File: config.mk
export PLATFORM = sky130hd
export DESIGN_NAME = dfm_top
export DESIGN_NICKNAME = d
export VERILOG_FILES = /design/src/hw/dfm_pkg.sv /design/src/hw/dfm_buf.sv /design/src/hw/dfm_top.sv
export VERILOG_INCLUDE_DIRS = /design/src /design/src/hw
export SDC_FILE = /design/constraint.sdc
export NUM_CORES = 1
export LEC_CHECK = 0
export BUFFER_PORTS_ARGS = -buffer_cell sky130_fd_sc_hd__buf_2
export CELL_PAD_IN_SITES_DETAIL_PLACEMENT = 0
export CELL_PAD_IN_SITES_GLOBAL_PLACEMENT = 2
export CORE_UTILIZATION = 37
export DETAILED_ROUTE_END_ITERATION = 12
export PLACE_DENSITY = 0.76
export SYNTH_ARGS = -nofsm -noshare
export SYNTH_HDL_FRONTEND = slang
export SYNTH_HIERARCHICAL = 1
export SYNTH_SLANG_ARGS = --single-unit
File: constraint.sdc
create_clock -name clk -period 3.9 [get_ports clk]
set_input_delay 0.39 -clock clk [delete_from_list [all_inputs] [get_ports clk]]
set_output_delay 0.39 -clock clk [all_outputs]
set_load 0.02 [all_outputs]
File: src/hw/dfm_defines.svh
// timing counts, field positions, address windows and reset values
// assumes a 250 MHz system clock and a character-cell raster
`ifndef DFM_DEFINES_SVH
`define DFM_DEFINES_SVH
// ****************************************************************
// clock and dot rate
// ****************************************************************
`define DFM_CLK_NS        4
`define DFM_DOT_NS        80
`define DFM_DOT_DIV       ((`DFM_DOT_NS + `DFM_CLK_NS - 1) / `DFM_CLK_NS)
// ****************************************************************
// raster geometry, in dots, cells and scan lines
// ****************************************************************
`define DFM_DOTS_PER_CELL 3'h7
`define DFM_COLS          7'h40
`define DFM_H_LAST        7'h4F
`define DFM_HSYNC_START   7'h44
`define DFM_HSYNC_END     7'h4A
`define DFM_SCAN_LAST     4'hB
`define DFM_GLYPH_ROWS    4'hA
`define DFM_V_ACTIVE      8'hC0
`define DFM_V_LAST        8'hDB
`define DFM_VSYNC_START   8'hC8
`define DFM_VSYNC_END     8'hCC
// ****************************************************************
// storage windows
// ****************************************************************
`define DFM_BUF_BASE      16'h0200
`define DFM_BUF_LAST      16'h05FF
`define DFM_HEX_BASE      16'h0000
`define DFM_HEX_LAST      16'h01FF
// ****************************************************************
// buffer entry fields and reset values
// ****************************************************************
`define DFM_ENT_BLANK     10
`define DFM_ENT_NIB       9
`define DFM_ENT_HEX       8
`define DFM_ENT_W         11
`define DFM_SPACE_CODE    8'h20
`define DFM_ADDR_RESET    16'h0000
`endif

File: src/hw/dfm_pkg.sv
// types shared by the display fetch block
// assumes nothing beyond the defines header
package dfm_pkg;
   // line width selection from the panel switch
   typedef enum logic [1:0] {
      DFM_WIDTH_FULL,
      DFM_WIDTH_LEFT,
      DFM_WIDTH_RIGHT
   } dfm_width_e;
   typedef logic [7:0] dfm_code_t;
endpackage

File: src/hw/dfm_buf.sv
// small ring buffer with valid/ready on both sides and a flush
// assumes one clock, synchronous active-low reset
module dfm_buf #(
   parameter int W     = 11,
   parameter int DEPTH = 2
) (
   input  wire logic         clk,
   input  wire logic         resetn,
   input  wire logic         flush,
   input  wire logic         in_valid,
   output logic              in_ready,
   input  wire logic [W-1:0] in_data,
   output logic              out_valid,
   input  wire logic         out_ready,
   output logic [W-1:0]      out_data
);
   localparam int AW = (DEPTH > 2) ? $clog2(DEPTH) : 1;
   generate
      if (DEPTH < 2 || (DEPTH & (DEPTH - 1)) != 0) begin : g_bad
         $error("dfm_buf depth must be a power of two of at least 2");
      end
   endgenerate
   logic [W-1:0] mem_reg [DEPTH];
   logic [AW-1:0] wr_reg;
   logic [AW-1:0] rd_reg;
   logic [AW:0]   cnt_reg;
   wire do_wr = in_valid && in_ready && !flush;
   wire do_rd = out_valid && out_ready && !flush;
   // ****************************************************************
   // status and read port
   // ****************************************************************
   assign in_ready  = (cnt_reg != (AW+1)'(DEPTH));
   assign out_valid = (cnt_reg != '0);
   assign out_data  = mem_reg[rd_reg];
   // storage written at the write index
   always_ff @(posedge clk) begin
      if (do_wr) begin
         mem_reg[wr_reg] <= in_data;
      end
   end
   // pointers and fill count, flush empties the buffer
   always_ff @(posedge clk) begin
      if (!resetn || flush) begin
         wr_reg  <= '0;
         rd_reg  <= '0;
         cnt_reg <= '0;
      end else begin
         if (do_wr) wr_reg <= wr_reg + 1'b1;
         if (do_rd) rd_reg <= rd_reg + 1'b1;
         cnt_reg <= cnt_reg + (AW+1)'(do_wr) - (AW+1)'(do_rd);
      end
   end
endmodule

File: src/hw/dfm_top.sv
// display adapter: cycle-steal fetch, data register, dot output, sync
// assumes storage answers each request with a one-cycle mem_ack
`include "dfm_defines.svh"
// How it works
// - characters come from storage through cycle-steal reads.
// - each fetched character loads the data register, which picks the dots.
// - horizontal and vertical sync come from this block's own counters.
// - left half mode shows columns 0-31 with a blank between characters.
// - full mode shows all 64 columns with no inserted blanks.
// - right half mode shows columns 32-63 with a blank between characters.
// - register display mode shows storage bytes 0 to 511 in hex.
// - normal mode shows storage bytes from 0200 through 05FF.
// - reverse setting swaps character and background polarity.
// - while in process, no stealing and the screen is blank.
module dfm_top #(
   parameter int DOT_DIV = `DFM_DOT_DIV,
   parameter int DEPTH   = 2
) (
   input  wire logic  clk,
   input  wire logic  resetn,
   input  wire logic  left_half_expanded,
   input  wire logic  right_half_expanded,
   input  wire logic  reverse_video,
   input  wire logic  display_registers,
   input  wire logic  in_process,
   output logic       mem_req,
   output logic [15:0] mem_addr,
   input  wire logic  mem_ack,
   input  wire logic [7:0] mem_rdata,
   output logic [7:0] data_code,
   output logic       hsync,
   output logic       vsync,
   output logic       video
);
   generate
      if (DOT_DIV < 1 || DOT_DIV > 256) begin : g_bad
         $error("dfm_top dot divider out of range");
      end
   endgenerate
   // ****************************************************************
   // helper functions
   // ****************************************************************
   // source column for a screen column under the width setting
   function automatic logic [5:0] src_col(input dfm_pkg::dfm_width_e w,
                                          input logic [6:0] col);
      case (w)
         dfm_pkg::DFM_WIDTH_LEFT:  src_col = {1'b0, col[5:1]};
         dfm_pkg::DFM_WIDTH_RIGHT: src_col = {1'b1, col[5:1]};
         default:                  src_col = col[5:0];
      endcase
   endfunction
   // ascii-style hex digit code for a nibble
   function automatic dfm_pkg::dfm_code_t hex_char(input logic [3:0] n);
      hex_char = (n < 4'hA) ? (8'h30 + {4'h0, n}) : (8'h37 + {4'h0, n});
   endfunction
   // dot row of the character generator for one code and scan line
   function automatic logic [7:0] glyph(input dfm_pkg::dfm_code_t c,
                                        input logic [3:0] scan);
      if (c == `DFM_SPACE_CODE || scan >= `DFM_GLYPH_ROWS)
         glyph = 8'h00;
      else
         glyph = {c[6:0], 1'b0} ^ {4'h0, scan};
   endfunction
   // ****************************************************************
   // registers
   // ****************************************************************
   logic [7:0] div_reg;
   logic       dot_en_reg;
   logic [2:0] dot_reg;
   logic [6:0] hcell_reg;
   logic [7:0] vline_reg;
   logic [3:0] scan_reg;
   logic [3:0] row_reg;
   logic       hsync_reg, vsync_reg, video_reg;
   logic [7:0] shift_reg;
   logic [7:0] data_reg;
   logic       mem_req_reg;
   logic [15:0] mem_addr_reg;
   logic       f_on_reg, f_stale_reg, f_hex_reg;
   logic [6:0] f_col_reg;
   logic [3:0] f_row_reg;
   dfm_pkg::dfm_width_e f_w_reg;
   // ****************************************************************
   // raster decode
   // ****************************************************************
   wire cell_end  = dot_en_reg && (dot_reg == `DFM_DOTS_PER_CELL);
   wire h_wrap    = (hcell_reg == `DFM_H_LAST);
   wire last_line = (vline_reg == `DFM_V_LAST);
   wire scan_wrap = (scan_reg == `DFM_SCAN_LAST);
   wire [7:0] nl  = last_line ? 8'h00 : vline_reg + 8'h01;
   wire nl_vis    = (nl < `DFM_V_ACTIVE);
   wire [3:0] nl_row  = last_line ? 4'h0 : (scan_wrap ? row_reg + 4'h1 : row_reg);
   wire [3:0] nl_scan = (last_line || scan_wrap) ? 4'h0 : scan_reg + 4'h1;
   wire line_vis  = (vline_reg < `DFM_V_ACTIVE);
   wire cur_vis   = line_vis && (hcell_reg < `DFM_COLS);
   wire ncell_vis = h_wrap ? nl_vis
                  : (line_vis && (hcell_reg + 7'h01 < `DFM_COLS));
   wire ld_cell   = cell_end && ncell_vis;
   wire restart   = cell_end && (hcell_reg == `DFM_COLS - 7'h01);
   wire [3:0] g_scan = h_wrap ? nl_scan : scan_reg;
   // panel width setting, both sides at once falls back to full
   wire dfm_pkg::dfm_width_e width_sel =
        (left_half_expanded && !right_half_expanded) ? dfm_pkg::DFM_WIDTH_LEFT :
        (right_half_expanded && !left_half_expanded) ? dfm_pkg::DFM_WIDTH_RIGHT :
        dfm_pkg::DFM_WIDTH_FULL;
   // ****************************************************************
   // fetch decode
   // ****************************************************************
   logic        buf_in_ready, buf_out_valid;
   logic [`DFM_ENT_W-1:0] buf_out_data;
   wire [5:0] f_src   = src_col(f_w_reg, f_col_reg);
   wire f_blank_cell  = (f_w_reg != dfm_pkg::DFM_WIDTH_FULL) && f_col_reg[0];
   // nothing starts on the line-start edge, so old-line data never lands in the new line
   wire f_want        = f_on_reg && !restart && (f_col_reg < `DFM_COLS) && buf_in_ready;
   wire f_issue       = f_want && !mem_req_reg && !f_blank_cell && !in_process;
   wire blank_push    = f_want && !mem_req_reg && f_blank_cell;
   wire data_push     = mem_req_reg && mem_ack && !f_stale_reg;
   wire buf_in_valid  = blank_push || data_push;
   // hex view packs 32 bytes per row, normal view 64 characters per row
   wire [15:0] f_addr = f_hex_reg
        ? (`DFM_HEX_BASE + {7'h00, f_row_reg, f_src[5:1]})
        : (`DFM_BUF_BASE + {6'h00, f_row_reg, f_src});
   wire [`DFM_ENT_W-1:0] buf_in_data =
        {blank_push, f_src[0], f_hex_reg, data_push ? mem_rdata : `DFM_SPACE_CODE};
   // ****************************************************************
   // cell decode: entry to displayed code
   // ****************************************************************
   wire e_blank = !buf_out_valid || buf_out_data[`DFM_ENT_BLANK];
   wire [7:0] e_raw = buf_out_data[7:0];
   wire [7:0] e_hex = hex_char(buf_out_data[`DFM_ENT_NIB] ? e_raw[3:0]
                                                           : e_raw[7:4]);
   wire [7:0] e_code = e_blank ? `DFM_SPACE_CODE
                     : (buf_out_data[`DFM_ENT_HEX] ? e_hex : e_raw);
   // two-entry buffer between storage reads and the dot path
   dfm_buf #(
      .W     (`DFM_ENT_W),
      .DEPTH (DEPTH)
   ) u_buf (
      .clk       (clk),
      .resetn    (resetn),
      .flush     (restart),
      .in_valid  (buf_in_valid),
      .in_ready  (buf_in_ready),
      .in_data   (buf_in_data),
      .out_valid (buf_out_valid),
      .out_ready (ld_cell),
      .out_data  (buf_out_data)
   );
   // ****************************************************************
   // dot rate divider and raster counters
   // ****************************************************************
   // one-cycle dot enable every DOT_DIV clocks
   always_ff @(posedge clk) begin
      if (!resetn) begin
         div_reg    <= 8'h00;
         dot_en_reg <= 1'b0;
      end else begin
         dot_en_reg <= (div_reg == 8'(DOT_DIV - 1));
         div_reg    <= (div_reg == 8'(DOT_DIV - 1)) ? 8'h00 : div_reg + 8'h01;
      end
   end
   // dot, cell, line, scan and row counters start at the top left
   always_ff @(posedge clk) begin
      if (!resetn) begin
         dot_reg   <= 3'h0;
         hcell_reg <= 7'h00;
         vline_reg <= 8'h00;
         scan_reg  <= 4'h0;
         row_reg   <= 4'h0;
      end else if (dot_en_reg) begin
         dot_reg <= dot_reg + 3'h1;
         if (cell_end) begin
            hcell_reg <= h_wrap ? 7'h00 : hcell_reg + 7'h01;
            if (h_wrap) begin
               vline_reg <= nl;
               scan_reg  <= nl_scan;
               row_reg   <= nl_row;
            end
         end
      end
   end
   // sync pulses from the raster position
   always_ff @(posedge clk) begin
      if (!resetn) begin
         hsync_reg <= 1'b0;
         vsync_reg <= 1'b0;
      end else begin
         hsync_reg <= (hcell_reg >= `DFM_HSYNC_START) && (hcell_reg < `DFM_HSYNC_END);
         vsync_reg <= (vline_reg >= `DFM_VSYNC_START) && (vline_reg < `DFM_VSYNC_END);
      end
   end
   // ****************************************************************
   // cycle-steal fetch
   // ****************************************************************
   // line start latches the width and hex settings so a line never mixes modes
   always_ff @(posedge clk) begin
      if (!resetn) begin
         f_on_reg  <= 1'b0;
         f_col_reg <= 7'h00;
         f_row_reg <= 4'h0;
         f_hex_reg <= 1'b0;
         f_w_reg   <= dfm_pkg::DFM_WIDTH_FULL;
      end else if (restart) begin
         f_on_reg  <= nl_vis;
         f_col_reg <= 7'h00;
         f_row_reg <= nl_row;
         f_hex_reg <= display_registers;
         f_w_reg   <= width_sel;
      end else if (buf_in_valid) begin
         f_col_reg <= f_col_reg + 7'h01;
      end
   end
   // storage request held until acknowledged, late answers dropped
   always_ff @(posedge clk) begin
      if (!resetn) begin
         mem_req_reg  <= 1'b0;
         mem_addr_reg <= `DFM_ADDR_RESET;
         f_stale_reg  <= 1'b0;
      end else begin
         if (f_issue) begin
            mem_req_reg  <= 1'b1;
            mem_addr_reg <= f_addr;
         end else if (mem_ack) begin
            mem_req_reg <= 1'b0;
         end
         if (mem_req_reg && mem_ack)
            f_stale_reg <= 1'b0;
         else if (restart && mem_req_reg)
            f_stale_reg <= 1'b1;
      end
   end
   // ****************************************************************
   // data register, dot shifter and video
   // ****************************************************************
   // each visible cell loads the data register and its dot row together
   always_ff @(posedge clk) begin
      if (!resetn) begin
         data_reg  <= 8'h00;
         shift_reg <= 8'h00;
      end else if (ld_cell) begin
         data_reg  <= e_code;
         shift_reg <= glyph(e_code, g_scan);
      end else if (dot_en_reg) begin
         shift_reg <= {shift_reg[6:0], 1'b0};
      end
   end
   // background level follows the reverse setting
   always_ff @(posedge clk) begin
      if (!resetn) begin
         video_reg <= 1'b0;
      end else if (in_process || !cur_vis) begin
         video_reg <= reverse_video;
      end else begin
         video_reg <= shift_reg[7] ^ reverse_video;
      end
   end
   assign mem_req   = mem_req_reg;
   assign mem_addr  = mem_addr_reg;
   assign data_code = data_reg;
   assign hsync     = hsync_reg;
   assign vsync     = vsync_reg;
   assign video     = video_reg;
   // ****************************************************************
   // checks
   // ****************************************************************
   chk_req_held: assert property (@(posedge clk) disable iff (!resetn)
      mem_req_reg && !mem_ack |=> mem_req_reg && $stable(mem_addr_reg))
      else $error("request dropped before acknowledge");
   chk_normal_window: assert property (@(posedge clk) disable iff (!resetn)
      $rose(mem_req_reg) && !f_hex_reg |->
      mem_addr_reg >= `DFM_BUF_BASE && mem_addr_reg <= `DFM_BUF_LAST)
      else $error("normal fetch outside the display buffer");
   chk_hex_window: assert property (@(posedge clk) disable iff (!resetn)
      $rose(mem_req_reg) && f_hex_reg |-> mem_addr_reg <= `DFM_HEX_LAST)
      else $error("hex fetch outside the first 512 bytes");
   chk_full_addr: assert property (@(posedge clk) disable iff (!resetn)
      f_issue && f_w_reg == dfm_pkg::DFM_WIDTH_FULL && !f_hex_reg |=>
      mem_addr_reg == `DFM_BUF_BASE + {6'h00, $past(f_row_reg), $past(f_col_reg[5:0])})
      else $error("full width address wrong");
   chk_half_blank: assert property (@(posedge clk) disable iff (!resetn)
      buf_in_valid && f_w_reg != dfm_pkg::DFM_WIDTH_FULL && f_col_reg[0] |->
      buf_in_data[`DFM_ENT_BLANK])
      else $error("odd half-mode cell not blank");
   chk_right_src: assert property (@(posedge clk) disable iff (!resetn)
      f_issue && f_w_reg == dfm_pkg::DFM_WIDTH_RIGHT |-> f_src[5] && f_src[4:0] == f_col_reg[5:1])
      else $error("right half source column wrong");
   chk_no_steal: assert property (@(posedge clk) disable iff (!resetn)
      in_process && !mem_req_reg |=> !mem_req_reg)
      else $error("steal started while in process");
   chk_blank_video: assert property (@(posedge clk) disable iff (!resetn)
      in_process |=> video_reg == $past(reverse_video))
      else $error("screen not blank while in process");
   chk_data_load: assert property (@(posedge clk) disable iff (!resetn)
      ld_cell && buf_out_valid && !buf_out_data[`DFM_ENT_BLANK] && !buf_out_data[`DFM_ENT_HEX]
      |=> data_reg == $past(buf_out_data[7:0]))
      else $error("data register not loaded from fetched byte");
   chk_reset_state: assert property (@(posedge clk)
      !resetn |=> !mem_req_reg && data_reg == 8'h00 && hcell_reg == 7'h00 && vline_reg == 8'h00)
      else $error("reset did not restart the block");
endmodule

# [Word-level counts from Yosys, hierarchy flattened]
# Memories as Yosys holds them, arrays and structs flattened. A register that Yosys moved wholly into a read port is not among the register bits.
# Cells that the tools add are included.
# W data, S select, Z words.
[classes] n_reduce_logical=49 n_addsub=14 n_lt_le_gt_ge=11 n_eq_ne=10 bitwise=3 n_mux=26
[op_table] op="$mux W8" count=7
[op_table] op="$lt A7 B7 Y1 const B" count=4
[op_table] op="$logic_and A1 B1 Y1" count=24
[op_table] op="$lt A8 B8 Y1 const B" count=3
[op_table] op="$mux W4" count=5
[op_table] op="$add A8 B1 Y8 const B" count=2
[op_table] op="$add A6 B4 Y7 const A" count=2
[op_table] op="$add A7 B1 Y7 const B" count=2
[op_table] op="$mux W7" count=2
[op_table] op="$pmux W6 S2" count=1
[op_table] op="$add A10 B10 Y11 const A" count=1
[op_table] op="$mux W11" count=1
[op_table] op="$logic_not A1 Y1" count=10
[op_table] op="$add A4 B1 Y4 const B" count=2
[op_table] op="$eq A8 B5 Y1 const B" count=1
[op_table] op="$eq A8 B6 Y1 const B" count=1
[op_table] op="$eq A8 B8 Y1 const B" count=1
[op_table] op="$ge A8 B8 Y1 const B" count=1
[op_table] op="$mux W1" count=8
[op_table] op="$reduce_bool A2 Y1" count=4
[op_table] op="$xor A8 B4 Y8" count=1
[op_table] op="$eq A7 B6 Y1 const B" count=1
[op_table] op="$eq A7 B7 Y1 const B" count=1
[op_table] op="$ge A7 B7 Y1 const B" count=1
[op_table] op="other kinds (18)" count=27
[word_totals] mem_count=1 inputBits=16 out_inout_bits=28 ram_bits=22 reg_bits=91 word_cells=137
[mem_list] memory="u_buf.mem_reg" words=2 word_bits=11 read_ports=1 rd_ports_with_merged_regs=1 wr=1 line="dfm_buf.sv:23" source="logic [W-1:0] mem_reg [DEPTH];"

# [Depth between registers and ports, before layout]
[logic_depth] ltp_word=14 ltp_mapped=14

# [Cells and area by module]
# Netlist, hierarchy kept.
[modules_own_cells] module="dfm_top" cells_each=543 area_per_inst_um2=4260.3 seq_area_each_um2=1641.6 n_inst=1
[modules_own_cells] module="dfm_buf" cells_each=64 area_per_inst_um2=1068.5 seq_area_each_um2=760.7 n_inst=1

# [Least setup slack after synthesis]
# OpenSTA, ideal clock, no wires.
[synth_path] kind="register to register" from="register dot_reg[0]" to="memory u_buf.mem_reg[0][0] (enable)" arrival_time_ns=2.338 path_stages_with_launch=9 period_less_slack_ns=2.731 setup_time_ns=0.393 slack_ns=1.169 required_ns=3.507 path_cell_list="dfxtp_1 ha_1 ha_1 nand2_1 or4_1 clkbuf_1 a31o_2 nand2_4 nor3_1"
[synth_between] elab_chain_cells=14
[synth_lines] item="start: declaration" line="dfm_top.sv:69" source="logic [2:0] dot_reg;"
[synth_lines] item="start signal: assignment" line="dfm_top.sv:171" source="dot_reg <= dot_reg + 3'h1;"
[synth_lines] item="$eq A3 B3 Y1 (no source line)"
[synth_lines] item="$logic_and A1 B1 Y1" line="dfm_top.sv:86" source="wire cell_end = dot_en_reg && (dot_reg == `DFM_DOTS_PER_CELL);"
[synth_lines] item="$logic_and A1 B1 Y1" line="dfm_top.sv:99" source="wire restart = cell_end && (hcell_reg == `DFM_COLS - 7'h01);"
[synth_lines] item="$logic_not A1 Y1" line="dfm_top.sv:114" source="wire f_want = f_on_reg && !restart && (f_col_reg < `DFM_COLS) && buf_in_ready;"
[synth_lines] item="$logic_and A1 B1 Y1 (3 in a row)" line="dfm_top.sv:114"
[synth_lines] item="$logic_and A1 B1 Y1 (2 in a row)" line="dfm_top.sv:116" source="wire blank_push = f_want && !mem_req_reg && f_blank_cell;"
[synth_lines] item="$logic_or A1 B1 Y1" line="dfm_top.sv:118" source="wire buf_in_valid = blank_push || data_push;"
[synth_lines] item="net buf_in_valid" line="dfm_top.sv:118"
[synth_lines] item="$logic_and A1 B1 Y1 (2 in a row)" line="dfm_buf.sv:27" source="wire do_wr = in_valid && in_ready && !flush;"
[synth_lines] item="$mux W1" line="dfm_buf.sv:37" source="if (do_wr) begin"
[synth_lines] item="$mux W1 (implied by the code)" line="dfm_buf.sv:38" source="mem_reg[wr_reg] <= in_data;"
[synth_lines] item="end: declaration" line="dfm_buf.sv:23"
# The timed path passes the listed nets, and every way through them passes these cells.

==> impl_metrics.csv <==
group,metric,value,unit
drt,wl_per_cell,14.61,µm
setup_path,cp.required,4.11,ns
floorplan,die_x,122.0,µm
sta,hold_viol,0,
yosys,synth_edf_count,22,
drt,via_count,4315,
drt,viasPerCell,5.237,
clock_tree,numCtsBuffers,9,
sta,fin_ws,0.7616,ns
grt,grtUsageTotal,17.51,%
power,powerDensity,351.4,nW/µm²
yosys,synth_top_area_cell,"dfxtp_1",
grt,grt_overflow,0,
clock_tree,cts_htree_levels,3,
grt,antenna_found_initial,0,
clock_tree,post_cts.repair.setup_buffers,0,
sta,finalClockSkew,0.01219,ns
sta,fmax,318.6,MHz
drt,ant_nets,0,
yosys,synth.distinct_cells,71,
yosys,ys_async_sr_fraction,0,%
setup_path,cp_common_cell,"a21oi_1",
sta,slew_violations,0,
place,hpwl,8.565,mm
setup_path,r2r_setup_slack,0.76,ns
setup_path,path_max_fanout,11,
yosys,synth_ff_type,"dfxtp_1",
yosys,synth_common_cells,"90 x nor2_1, 87 x dfxtp_1, 63 x a21oi_1, 55 x nand2_1, 26 x nor3_1",
sta,worst_pin_slew,0.9284,ns
cells_and_area,instances_no_fill,824,
clock_tree,cts_tree,"done",
cells_and_area,drive_gt1_share,12.73,%
sta,max_slew_margin,38.11,%
yosys,synth.ff_latch_count,109,
setup_path,max_stage_delay,0.62,ns
sta,rsz0062_at_grt,"no",
yosys,yosys.cell_count.top_type,"nor2_1",
floorplan,io-pin-count,44,
hold_path,hp-class,"input port to flip-flop",
clock_tree,cts_buffer_depth,2,
floorplan,dieArea,14890,µm²
setup_path,crit_slowest_cell,"dfxtp_1",
yosys,ys_seq_area_share,45.08,%
yosys,syn_inst,607,
setup_path,worstPathArrival,3.35,ns
clock_tree,clk_pin_slew_worst_paths,0.08,ns
place,port_buffers,38,
yosys,synth.avg_cell_area,8.779,µm²
drt,dr.pass1.iters,5,
floorplan,start_util,38.09,%
sta,setup_viol,0,
cells_and_area,areaGrowthSynthToFinish,12.21,%
sta,period_share,80.47,%
status,outcome,"completed",
grt,grt_pass1_vias,4141,
sta,final.setup.tns,0,ns
setup_path,path_class,"flip-flop to flip-flop",
yosys,yosysWarnings,6,
yosys,synth_top_area_share,32.68,%
grt,grt_pass1_wl,20.46,mm
power,p_leak,2.220,nW
cells_and_area,n_antenna_cell,0,
floorplan,core,13990,µm²
cells_and_area,ff_latch_area,2402,µm²
clock_tree,holdBufCountCts,0,
cells_and_area,final_util,42.75,%
setup_path,crit_family,"compound AO/OA/AOI/OAI gates",
yosys,synth.cell_area,5329,µm²
floorplan,rows,43,
job,maxCapViolCount,0,
sta,hold_ws,0.2915,ns
cells_and_area,num-fill-cells,1406,
place,dp_slack,0.7935,ns
setup_path,cp_cell_sequence,"mux2_1, mux2i_1, ha_1, a21oi_1, a31oi_1, a21oi_1, o32ai_2, a2bb2oi_1, a21oi_1",
setup_path,critPathBufInv,0,
place,place_inst,808,
drt,drtIter0Drc,253,
cells_and_area,largest_reg_flops,22,
floorplan,fp.dieH,122.0,µm
cells_and_area,nets,669,
drt,drc_errors,0,
cells_and_area,multiInputGateArea,2725,µm²
clock_tree,clkLatencyLatePin,0.36,ns
drt,wl,12.04,mm
clock_tree,cts.sinks,109,
clock_tree,ctsResizeCount,0,
setup_path,startpoint_type,"flip-flop",
sta,period_minus_slack,3.138,ns
clock_tree,cts_root_buf,"clkbuf_16",
power,power.ir.vdd_worst,0.1823,mV
setup_path,end_kind,"flip-flop",
place,place_congestion,0.8363,
grt,grt_max_degree,51,
yosys,ys_top_cells_by_area,"dfxtp_1 33%, edfxtp_1 12%, nor2_1 6.3%",
==> tightest hold or removal path, stage by stage <==
cell and delay, ns:
buf_2 0.10, nand2_1 0.05, a21oi_1 0.05
==> placed cells by master, fill, tap and decap left out, types with 3 or more instances in the layout <==
master     synthesis  layout
a211oi_1           7       7
a21oi_1           63      63
a221oi_1           3       3
a22oi_1            5       5
a31oi_1            4       4
and2_1            13      13
and3_1             8       8
buf_2              2      38
buf_4              6      11
clkbuf_16          0       9
conb_1             1       5
dfxtp_1           87      87
edfxtp_1          22      22
ha_1              14      14
inv_1             15      15
mux2_1            10      10
mux2i_1           12      12
nand2_1           55      55
nand3_1           19      19
nand4_1            5       5
nor2_1            90      90
nor2b_1            5       5
nor3_1            26      26
nor3b_1            5       5
nor4_1             3       3
o21ai_0           21      21
or2_2              3       3
or3_1              6       6
or4_1              3       3
xnor2_1            8       8
xor2_1            15      15
==> where the power goes <==
group	switching [mW]	leakage, nW	internal, mW
logic	0.0279	1.20	0.0117
clock network	0.462	0.140	0.450
registers	0.00275	0.884	1.15
total	0.493	2.22	1.61
==> kinds of logic after synthesis <==
kind of cell | share of synthesized area (%)
compound gates | 15.22
other cells | 0.07037
fa+ha+maj | 3.287
flops | 45.08
simple gates | 23.43
mux | 5.072
xor+xnor | 3.780
buf+inv | 4.062
==> metal layers <==
| layer | GRT usage, % | vias to the layer above | share of wire [%] |
|---|---|---|---|
| met1 | 22.58 | 2055 | 49 |
| met2 | 29.27 | 50 | 47 |
| met3 | 2.622 | 14 | 2.3 |
| met5 | 0 | - | 0 |
| li1 | - | 2196 | - |
| met4 | 6.790 | 0 | 1.6 |
==> through the flow <==
stage	cell area (µm²)	power, mW
after floorplan	5344	1.201
after global placement	5689	1.216
after detailed placement	5689	1.216
after CTS	5979	2.136
after global routing	5979	2.177
final	5979	2.101
==> final timing paths <==
| path | cells past startpoint | to | from |
|---|---|---|---|
| setup reg to reg | 9 | shift_reg[7] | flip-flop |
| hold reg to reg | 2 | data_code[2] | data_code[2] |
| hold / removal | 3 | f_hex_reg | display_registers |
| setup / recovery | 9 | shift_reg[7] | flip-flop |
==> final cells by class <==
type | count | share of cell area [%]
well taps | 180 | 3.766
multi-input cells | 453 | 45.57
repair buffers | 49 | 4.562
clock buffers | 9 | 3.766
clock inverters | 7 | 1.088
inverters | 17 | 1.067
flip-flops and latches | 109 | 40.18
(Power assumes the default switching activity.)
